`src/rtl/pllsy_pkg.sv`:
```
// Constants, register map and types for the PLL synthesis control block
package pllsy_pkg;
    // Timing
    localparam int unsigned CLK_HZ = 40_000_000;
    localparam int unsigned RELOCK_US = 100;
    localparam int unsigned RELOCK_CYC = RELOCK_US * (CLK_HZ / 1_000_000);
    localparam int unsigned RECONF_US = 20;
    localparam int unsigned SHIFT_HZ = 22_000_000;
    localparam int unsigned REF_LOSS_CYC = 64;
    // Widths and counts
    localparam int unsigned NM_W = 9;
    localparam int unsigned DIV_W = 10;
    localparam int unsigned DLY_W = 4;
    localparam int unsigned N_REG = 2;
    localparam int unsigned N_GLB = 4;
    localparam int unsigned N_EXT = 4;
    localparam int unsigned ADDR_W = 8;
    localparam int unsigned SYNC_N = 6;
    // Register offsets
    localparam logic [7:0] ADDR_CTRL = 8'h00;
    localparam logic [7:0] ADDR_STATUS = 8'h04;
    localparam logic [7:0] ADDR_NM = 8'h08;
    localparam logic [7:0] ADDR_BW = 8'h0C;
    localparam logic [7:0] ADDR_CNT0 = 8'h10;
    // Field positions
    localparam int unsigned CTRL_EN_BIT = 0;
    localparam int unsigned CTRL_AUTO_BIT = 1;
    localparam int unsigned NM_N_POS = 0;
    localparam int unsigned NM_M_POS = 16;
    localparam int unsigned BW_CP_POS = 0;
    localparam int unsigned BW_R_POS = 2;
    localparam int unsigned BW_C_POS = 5;
    localparam int unsigned ST_LOCK_BIT = 0;
    localparam int unsigned ST_SEL_BIT = 1;
    localparam int unsigned ST_PRI_BIT = 2;
    localparam int unsigned ST_SEC_BIT = 3;
    localparam int unsigned ST_BUSY_BIT = 4;
    // Reset values
    localparam logic [1:0] CTRL_RST = 2'h3;
    localparam logic [NM_W-1:0] NM_RST = 9'h001;
    localparam logic [7:0] BW_RST = 8'h00;
    localparam logic [DIV_W-1:0] DIV_RST = 10'h001;
    // Synchroniser bit positions
    localparam int unsigned SY_PRI = 0;
    localparam int unsigned SY_SEC = 1;
    localparam int unsigned SY_SW = 2;
    localparam int unsigned SY_SCLK = 3;
    localparam int unsigned SY_SDAT = 4;
    localparam int unsigned SY_SEN = 5;

    typedef struct packed {
        logic [DLY_W-1:0] dly;
        logic duty50;
        logic [DIV_W-1:0] div;
    } pllsy_cnt_cfg_t;

    localparam int unsigned CFG_W = $bits(pllsy_cnt_cfg_t);
endpackage

```
`src/rtl/pllsy_div_if.sv`:
```
// Interface between the control core and one post-scale divider
`timescale 1ns/1ps
interface pllsy_div_if;
    import pllsy_pkg::*;
    pllsy_cnt_cfg_t cfg;
    logic run;
    logic clk_out;
    modport ctl (output cfg, output run, input clk_out);
    modport div (input cfg, input run, output clk_out);
endinterface

```
`src/rtl/pllsy_ctrl.sv`:
```
// PLL synthesis control: dividers, reference switchover, serial reconfiguration
//
// Overview of operation
// - One pre-scale and one multiply, 1 to 512
// - Loop targets input times m over n
// - Each output has its own post-scale divider
// - Two regional, four global, four external, 1..1024
// - Non-50% duty limits divide to 1..512
// - Lost primary moves reference to secondary
// - Manual switch input; needed beyond 20% mismatch
// - Manual switch works for equal or different frequencies
// - Switchover glitch-free, oscillator keeps running
// - Relock within 100 us after switch
// - Runtime change of dividers and delays
// - Serial chain on its own shift clock
// - Last bit loads chain into active config
// - Asynchronous clear of the shift chain
// - Reconfiguration under 20 us at 22 MHz; here scan_clk_in is sampled on clk_in, so it can run at 10 MHz at most
// - Bandwidth settings not reachable via chain
// - Bandwidth settable via pump, filter, capacitor, m
// - External counters only on external-output instances
//
// The address map and the plain strobed port are this design's own decisions.
`timescale 1ns/1ps
module pllsy_ctrl
    import pllsy_pkg::*;
#(
    parameter int unsigned HAS_EXT = 1,
    parameter int unsigned LOSS_CYC = REF_LOSS_CYC
) (
    // Clock and reset
    input wire logic clk_in,
    input wire logic nrst_in,
    // Reference clock pins
    input wire logic primary_ref_in,
    input wire logic secondary_ref_in,
    input wire logic clkswitch_in,
    // Reconfiguration chain pins
    input wire logic scan_clk_in,
    input wire logic scan_data_in,
    input wire logic scan_en_in,
    input wire logic scan_clr_in,
    // Register port
    input wire logic [ADDR_W-1:0] addr_in,
    input wire logic [31:0] wr_data_in,
    input wire logic wr_in,
    input wire logic rd_in,
    output logic [31:0] rd_data_out,
    // Status and clocks
    output logic lock_out,
    output logic active_ref_out,
    output logic ref_clk_out,
    output logic reconfig_busy_out,
    output logic [N_REG+N_GLB+N_EXT*HAS_EXT-1:0] post_clk_out
);
    localparam int unsigned NOUT = N_REG + N_GLB + N_EXT * HAS_EXT;
    localparam int unsigned CHAIN_LEN = 2 * NM_W + CFG_W * NOUT;
    localparam int unsigned CW = $clog2(CHAIN_LEN + 1);
    localparam int unsigned LW = $clog2(LOSS_CYC + 1);
    localparam int unsigned RW = $clog2(RELOCK_CYC + 1);

    if (HAS_EXT > 1) begin : g_bad_ext
        $error("HAS_EXT must be 0 or 1");
    end
    if (LOSS_CYC < 4) begin : g_bad_loss
        $error("LOSS_CYC too small to see a reference edge");
    end

    // Counter address decode shared by read and write
    function automatic logic [4:0] cnt_sel(input logic [ADDR_W-1:0] a);
        logic [ADDR_W-1:0] off;
        off = a - ADDR_CNT0;
        if (a >= ADDR_CNT0 && off[1:0] == 2'h0 && off[ADDR_W-1:2] < ADDR_W'(NOUT))
            cnt_sel = {1'b1, off[5:2]};
        else
            cnt_sel = 5'h00;
    endfunction

    // ---------------- Pin synchronisers ----------------
    logic [SYNC_N-1:0] s1_q, s2_q, s3_q, st_q, st_d, rise;
    always_comb begin
        st_d = ((s2_q ~^ s3_q) & s3_q) | ((s2_q ^ s3_q) & st_q);
        rise = st_d & ~st_q;
    end
    always_ff @(posedge clk_in) begin
        if (!nrst_in) begin
            s1_q <= '0;
            s2_q <= '0;
            s3_q <= '0;
            st_q <= '0;
        end else begin
            s1_q <= {scan_en_in, scan_data_in, scan_clk_in, clkswitch_in,
                     secondary_ref_in, primary_ref_in};
            s2_q <= s1_q;
            s3_q <= s2_q;
            st_q <= st_d;
        end
    end

    // ---------------- Reconfiguration chain ----------------
    logic [CHAIN_LEN-1:0] chain_q, chain_d;
    logic [CW-1:0] bits_q, bits_d;
    logic load_q, load_d;
    always_comb begin
        chain_d = chain_q;
        bits_d = bits_q;
        load_d = 1'b0;
        if (rise[SY_SCLK] && st_q[SY_SEN]) begin
            chain_d = {chain_q[CHAIN_LEN-2:0], st_q[SY_SDAT]};
            if (bits_q == CW'(CHAIN_LEN - 1)) begin
                bits_d = '0;
                load_d = 1'b1;
            end else begin
                bits_d = bits_q + CW'(1);
            end
        end
    end
    // Clear acts without the clock so a stuck shift clock cannot block it
    always_ff @(posedge clk_in or posedge scan_clr_in) begin
        if (scan_clr_in) begin
            chain_q <= '0;
            bits_q <= '0;
            load_q <= 1'b0;
        end else if (!nrst_in) begin
            chain_q <= '0;
            bits_q <= '0;
            load_q <= 1'b0;
        end else begin
            chain_q <= chain_d;
            bits_q <= bits_d;
            load_q <= load_d;
        end
    end

    // ---------------- Register file ----------------
    logic [1:0] ctrl_q, ctrl_d;
    logic [NM_W-1:0] n_q, n_d, m_q, m_d;
    logic [7:0] bw_q, bw_d;
    pllsy_cnt_cfg_t cfg_q [NOUT];
    pllsy_cnt_cfg_t cfg_d [NOUT];
    logic [31:0] rd_q, rd_d;
    logic cfg_chg;
    logic [4:0] wsel, rsel;
    logic lock_q, sel_q, busy_q;
    logic [1:0] present;

    always_comb begin
        ctrl_d = ctrl_q;
        n_d = n_q;
        m_d = m_q;
        bw_d = bw_q;
        cfg_d = cfg_q;
        rd_d = '0;
        cfg_chg = 1'b0;
        wsel = cnt_sel(addr_in);
        rsel = cnt_sel(addr_in);
        if (wr_in) begin
            if (addr_in == ADDR_CTRL) begin
                ctrl_d = wr_data_in[1:0];
            end else if (addr_in == ADDR_NM) begin
                n_d = wr_data_in[NM_N_POS +: NM_W];
                m_d = wr_data_in[NM_M_POS +: NM_W];
                cfg_chg = 1'b1;
            end else if (addr_in == ADDR_BW) begin
                bw_d = wr_data_in[7:0];
                cfg_chg = 1'b1;
            end else if (wsel[4]) begin
                cfg_d[wsel[3:0]] = wr_data_in[CFG_W-1:0];
                cfg_chg = 1'b1;
            end
        end
        // Chain reaches dividers, duty modes, delays, m and n only; bandwidth stays put
        if (load_q) begin
            for (int i = 0; i < NOUT; i++) begin
                cfg_d[i] = chain_q[i*CFG_W +: CFG_W];
            end
            m_d = chain_q[NOUT*CFG_W +: NM_W];
            n_d = chain_q[NOUT*CFG_W+NM_W +: NM_W];
            cfg_chg = 1'b1;
        end
        if (rd_in) begin
            if (addr_in == ADDR_CTRL) begin
                rd_d[1:0] = ctrl_q;
            end else if (addr_in == ADDR_STATUS) begin
                rd_d[ST_LOCK_BIT] = lock_q;
                rd_d[ST_SEL_BIT] = sel_q;
                rd_d[ST_PRI_BIT] = present[0];
                rd_d[ST_SEC_BIT] = present[1];
                rd_d[ST_BUSY_BIT] = busy_q;
            end else if (addr_in == ADDR_NM) begin
                rd_d[NM_N_POS +: NM_W] = n_q;
                rd_d[NM_M_POS +: NM_W] = m_q;
            end else if (addr_in == ADDR_BW) begin
                rd_d[7:0] = bw_q;
            end else if (rsel[4]) begin
                rd_d[CFG_W-1:0] = cfg_q[rsel[3:0]];
            end
        end
    end
    always_ff @(posedge clk_in) begin
        if (!nrst_in) begin
            ctrl_q <= CTRL_RST;
            n_q <= NM_RST;
            m_q <= NM_RST;
            bw_q <= BW_RST;
            rd_q <= '0;
            for (int i = 0; i < NOUT; i++) begin
                cfg_q[i] <= '{dly: '0, duty50: 1'b1, div: DIV_RST};
            end
        end else begin
            ctrl_q <= ctrl_d;
            n_q <= n_d;
            m_q <= m_d;
            bw_q <= bw_d;
            rd_q <= rd_d;
            cfg_q <= cfg_d;
        end
    end

    // ---------------- Reference sense and switchover ----------------
    logic [LW-1:0] loss_q [2];
    logic [LW-1:0] loss_d [2];
    logic sel_d, pend_q, pend_d, refo_q, refo_d, sw_evt;
    always_comb begin
        for (int r = 0; r < 2; r++) begin
            loss_d[r] = rise[r] ? '0 :
                        (loss_q[r] == LW'(LOSS_CYC)) ? loss_q[r] : loss_q[r] + LW'(1);
            present[r] = (loss_q[r] != LW'(LOSS_CYC));
        end
        sel_d = sel_q;
        pend_d = pend_q;
        sw_evt = 1'b0;
        if (rise[SY_SW]) begin
            pend_d = ~pend_q;
        end else if (ctrl_q[CTRL_AUTO_BIT] && !sel_q && !present[0] && present[1]) begin
            pend_d = 1'b1;
        end
        // Swap only while the new side sits low and the old side is low or lost, so no runt pulse escapes
        if (pend_q && !st_q[~sel_q] && (!st_q[sel_q] || !present[sel_q])) begin
            sel_d = ~sel_q;
            pend_d = 1'b0;
            sw_evt = 1'b1;
        end
        refo_d = st_q[sel_q];
    end
    always_ff @(posedge clk_in) begin
        if (!nrst_in) begin
            loss_q[0] <= '0;
            loss_q[1] <= '0;
            sel_q <= 1'b0;
            pend_q <= 1'b0;
            refo_q <= 1'b0;
        end else begin
            loss_q <= loss_d;
            sel_q <= sel_d;
            pend_q <= pend_d;
            refo_q <= refo_d;
        end
    end

    // ---------------- Lock tracking ----------------
    typedef enum logic [1:0] {LK_OFF, LK_ACQ, LK_LOCKED} pllsy_lock_t;
    pllsy_lock_t lk_q, lk_d;
    logic [RW-1:0] rl_q, rl_d, rl_len;
    logic lock_d, busy_d;
    always_comb begin
        // More pump current settles faster; worst case stays at the limit
        rl_len = RW'(RELOCK_CYC) >> bw_q[BW_CP_POS +: 2];
        lk_d = lk_q;
        rl_d = rl_q;
        unique case (lk_q)
            LK_OFF: begin
                rl_d = '0;
                if (ctrl_q[CTRL_EN_BIT]) begin
                    lk_d = LK_ACQ;
                end
            end
            LK_ACQ: begin
                rl_d = rl_q + RW'(1);
                if (rl_q + RW'(1) >= rl_len && present[sel_q]) begin
                    lk_d = LK_LOCKED;
                end
            end
            LK_LOCKED: begin
                rl_d = '0;
            end
        endcase
        if (lk_q != LK_OFF && (sw_evt || cfg_chg || !present[sel_q])) begin
            lk_d = LK_ACQ;
            rl_d = '0;
        end
        if (!ctrl_q[CTRL_EN_BIT]) begin
            lk_d = LK_OFF;
        end
        lock_d = (lk_d == LK_LOCKED);
        busy_d = (bits_q != '0) || load_q;
    end
    always_ff @(posedge clk_in) begin
        if (!nrst_in) begin
            lk_q <= LK_OFF;
            rl_q <= '0;
            lock_q <= 1'b0;
            busy_q <= 1'b0;
        end else begin
            lk_q <= lk_d;
            rl_q <= rl_d;
            lock_q <= lock_d;
            busy_q <= busy_d;
        end
    end

    // ---------------- Post-scale dividers ----------------
    for (genvar g = 0; g < NOUT; g++) begin : g_post
        pllsy_div_if dif ();
        // Oscillator keeps running through switchover
        assign dif.cfg = cfg_q[g];
        assign dif.run = ctrl_q[CTRL_EN_BIT];
        pllsy_post_div u_div (
            .clk_in(clk_in),
            .nrst_in(nrst_in),
            .dif(dif.div)
        );
        assign post_clk_out[g] = dif.clk_out;
    end

    assign rd_data_out = rd_q;
    assign lock_out = lock_q;
    assign active_ref_out = sel_q;
    assign ref_clk_out = refo_q;
    assign reconfig_busy_out = busy_q;
endmodule // pllsy_ctrl

```
`src/rtl/pllsy_post_div.sv`:
```
// Post-scale divider with duty mode and output delay element
`timescale 1ns/1ps
module pllsy_post_div
    import pllsy_pkg::*;
(
    // Clock and reset
    input wire logic clk_in,
    input wire logic nrst_in,
    // Configuration and output
    pllsy_div_if.div dif
);
    logic [DIV_W:0] cnt_q, cnt_d, lim, hi_len;
    logic [(1<<DLY_W)-1:0] line_q, line_d;
    logic raw_q, raw_d, out_q, out_d;

    always_comb begin
        // 50% mode spans 1..1024, other duty 1..512 (code 0 = top)
        if (dif.cfg.duty50) begin
            lim = (dif.cfg.div == '0) ? 11'h400 : {1'b0, dif.cfg.div};
            hi_len = (lim + 11'h001) >> 1;
        end else begin
            lim = (dif.cfg.div[NM_W-1:0] == '0) ? 11'h200 : {2'h0, dif.cfg.div[NM_W-1:0]};
            hi_len = 11'h001;
        end
        cnt_d = (cnt_q + 11'h001 >= lim) ? '0 : cnt_q + 11'h001;
        raw_d = (cnt_d < hi_len);
        line_d = {line_q[(1<<DLY_W)-2:0], raw_q};
        out_d = (dif.cfg.dly == '0) ? raw_q : line_q[dif.cfg.dly - 4'h1];
        if (!dif.run) begin
            cnt_d = '0;
            raw_d = 1'b0;
            line_d = '0;
            out_d = 1'b0;
        end
    end

    always_ff @(posedge clk_in) begin
        if (!nrst_in) begin
            cnt_q <= '0;
            raw_q <= 1'b0;
            line_q <= '0;
            out_q <= 1'b0;
        end else begin
            cnt_q <= cnt_d;
            raw_q <= raw_d;
            line_q <= line_d;
            out_q <= out_d;
        end
    end

    assign dif.clk_out = out_q;
endmodule // pllsy_post_div

```
`config.mk`:
```
export PLATFORM = sky130hd
export DESIGN_NAME = pllsy_ctrl
export DESIGN_NICKNAME = d
export VERILOG_FILES = /design/src/rtl/pllsy_pkg.sv /design/src/rtl/pllsy_div_if.sv /design/src/rtl/pllsy_ctrl.sv /design/src/rtl/pllsy_post_div.sv
export SDC_FILE = /design/constraint.sdc
export NUM_CORES = 2
export LEC_CHECK = 0
export BUFFER_PORTS_ARGS = -buffer_cell sky130_fd_sc_hd__buf_2
export CAP_MARGIN = 5
export CORE_UTILIZATION = 45
export CTS_CLUSTER_SIZE = 20
export DETAILED_ROUTE_END_ITERATION = 8
export PLACE_DENSITY = 0.68
export SLEW_MARGIN = 10
export SYNTH_ARGS = -nofsm -noshare
export SYNTH_HDL_FRONTEND = slang
export SYNTH_HIERARCHICAL = 1
export SYNTH_SLANG_ARGS = --single-unit
```
`constraint.sdc`:
```
create_clock -name clk_in -period 5.17 [get_ports clk_in]
set_input_delay 0.7755 -clock clk_in [delete_from_list [all_inputs] [get_ports clk_in]]
set_output_delay 0.7755 -clock clk_in [all_outputs]
set_load 0.05 [all_outputs]
```
==> results by group <==
Floorplanning
  • Initial core utilization: 45.5%
  • Rows: 108
  • Die ar.: 89,100 um^2
  • Die width: approximately 300 um
  • I/O pin cnt: 97
  • Core Box Area: 86,900 um^2
  • Die Height: 299 um

Detailed routing
  • Final wirelength: 103,000 um
  • Drt via density: roughly 5.6
  • Remaining antenna violation count after routing: 0
  • DR DRC count: 0
  • Initial DRC count: 2,142
  • DR vias: 31,200
  • Drt pass-1 iters: 6
  • DR WL/cell: about 18 um

Worst setup path
  • Crit Path Class: reg -> reg
  • Cell Chain, Critical Path: inv_1 > ha_1 > nor4b_1 > nand2_1 > a21oi_1 > nor2_1 > ha_1 > nor2b_1 > o21ai_0 > a211oi_1 > nor2_2 > nor3_1 > ha_1 > nand3_1 > or4_1 > a21o_1 > o221a_2
  • Startpoint types: flop
  • Crit path DAT: 4.80 ns
  • WP data required: ~5.7 ns
  • Critical-path top delay cell: or4_1
  • Critical Path Most Common Cell: ha_1
  • Max FO, Critical Path: 10
  • Worst path top cell family by delay: simple AND/OR/NAND/NOR gates
  • CP peak stage delay: 0.52 ns
  • Buf+Inv Stages, Crit Path: 1
  • CP endpoint kind: flop

Layout
  • Most common cell after layout, fill and taps aside: nand2_1
  • Cell area after layout: 43,400 um^2
  • Layout cell share with drive strength beyond 1: 7.75%
  • Nets: 4,699
  • Area growth from synthesis to layout: 9.64%
  • Most frequent cells in the layout: 594 x nand2_1, 548 x dfxtp_1, 274 x ha_1

Timing
  • Setup ws final: 0.901 ns
  • RSZ-0062 raised after global routing: no
  • Hold Vio Cnt, Final: 0
  • Setup TNS: 0 ns
  • Fmax: 234 MHz
  • Worst-margin pin slew: 1.20 ns
  • Clock period minus worst slack: 4.27 ns
  • Slew Limit Fails: 0
  • Clock skew: 0.0258 ns
  • Final setup violation count: 0
  • Crit share post-route: 82.6%
  • Max-slew headroom: a little under a fifth

Logic synthesis
  • Number of flops mapped to enable cells by yosys: 0
  • Avg Cell Area, Syn: approximately 9 um^2
  • Ys flop type: dfxtp_1
  • Register area share after synthesis: 39.0%
  • Adder-Cell Fraction of Synth Area: 8.66%
  • Post-synthesis compound-gate area fraction: 13.5%
  • Post-synth ARST share: 24.4%
  • Yosys Warn Count: 6
  • Xor and xnor area share after synthesis: 4.95%
  • Simple-gate share of the synthesized area: 19.8%
  • Mux cell area share after synthesis: under 10%
  • Register bit total from synthesis: 726
  • Largest family of logic cells by synthesized area: simple AND/OR/NAND/NOR gates
  • Mapped Area: around 40,000 um^2
  • Library cells used by synthesis: 81
  • Cells after Synth: 4,424

Placement
  • Pre-CTS WS: 1.08 ns
  • Port Buffers: 80
  • GPL Wtd Cong: 0.907
  • Detailed Place HPWL: 69,400 um
  • Cell Area, Placed: 40,600 um^2

Clock network
  • Worst skew pair latency: roughly 0.66 ns
  • Root Buffer: clkbuf_16
  • Post_cts resized: 0
  • CTS buffer count: 79
  • Hold-fix buffers, CTS: 0
  • Post-CTS setup buffers: 0
  • CTS tree: built
  • Clock transition at path regs: 0.06 ns
  • H-tree depth: 3
  • Clock buffer depth: 3
  • CTS Sinks: 726

GRT
  • Pin count of the biggest net entering global routing: 183
  • Total gr overflow: 0
  • Total GRT Usage: 22.7%
  • Initial antenna violation count: 12
  • Number of global-route vias before repair: ~29,000
  • First-pass GRT wire length: between 150,000 and 200,000 um

Power
  • Power Density: roughly 280 nW/um^2
  • LEAKAGE: around 19 nW
  • VDD IR max: 0.289 mV

Run status
  • Outcome: finished clean

Flow run
  • Max_cap viols: 0

Min path
  • Hold WC Path Type: in -> async
==> kinds of logic after synthesis <==
kind of cell | after synthesis
flip-flops | 726
adder cells (fa/ha/maj) | 274
multiplexers | 283
AND/OR/NAND/NOR | 1596
buffers and inverters | 493
XOR/XNOR | 216
AO/OA/AOI/OAI | 835
other | 1
==> stage by stage <==
stage,hold slack (ns),instances,power [mW],util [%]
6_report,0.166,5599,12.0,49.9
2_1_floorplan,0.412,4431,6.08,-
4_1_cts,0.162,5596,12.1,49.9
3_5_place_dp,0.420,5448,6.22,46.8
3_3_place_gp,0.420,5448,6.22,46.8
5_1_grt,0.199,5598,12.4,49.9
==> cells in the mapped netlist (all sizes together) (45+ instances only) <==
cell,count,area (um^2)
buf,56,419
o21ai,192,965
a21boi,168,1260
ha,274,3430
nor2,276,1060
dfxtp,549,11000
dfrtp,177,4430
mux2i,218,2180
and2,54,338
inv,242,908
nand3,155,786
a21oi,251,1260
clkbuf,195,732
nand2,594,2230
mux4,45,1130
and3,177,1110
nor2b,52,393
xor2,101,952
a21o,63,473
nor3,128,657
xnor2,115,1010
==> report_power, final <==
group	switching [mW]	internal [mW]	leakage [nW]	total, mW
combinational	0.310	0.124	10.7	0.435
sequential	0.0232	5.65	6.91	5.67
clock	2.44	3.46	1.33	5.90
total	2.78	9.23	18.9	12.0
==> sequential cells by signal, indices dropped and copies added, names as in the netlist, 8 cells and up <==
| signal | flops |
|---|---|
| g_post.u_div/cnt_q | 110 |
| n_q | 9 |
| m_q | 9 |
| g_post.u_div/dif.clk_out | 10 |
| loss_q | 14 |
| chain_q | 168 |
| bits_q | 8 |
| cfg_q | 150 |
| rd_data_out | 24 |
| g_post.u_div/line_q | 160 |
| rl_q | 12 |
| g_post.u_div/raw_q | 10 |
| bw_q | 8 |
==> metal layers <==
metal	up-vias	GRT usage [%]	wire length, um
li1	15400	-	-
met3	199	4.33	6730
met2	802	35.5	45600
met1	14800	31.0	47300
met4	12	8.28	3150
met5	-	0	68
==> layout make-up <==
class	instances	area (um^2)
well taps	1155	1450
fillers	8136	43500
clock buffers	121	2420
multi-input cells	3212	22100
repair buffers	113	723
inverters	242	920
clock inverters	27	312
flip-flops and latches	726	15400
diodes	3	7.51
==> path summary, 6_finish.rpt <==
kind | cells after the start | startpoint | slack (ns) | end
setup reg to reg | 17 | cfg_q[30] | 0.90 | g_post[7].u_div/raw_q
min in group clk_in | 2 | clkswitch_in | 0.33 | s1_q[2]
hold reg to reg | 1 | s1_q[2] | 0.44 | s2_q[2]
setup / recovery | 17 | cfg_q[30] | 0.90 | g_post[7].u_div/raw_q
max in group asynchronous | 3 | scan_clr_in | 3.68 | chain_q[99]
hold / removal | 2 | scan_clr_in | 0.17 | chain_q[46]
No activity file was read; power rests on OpenSTA's default activity.
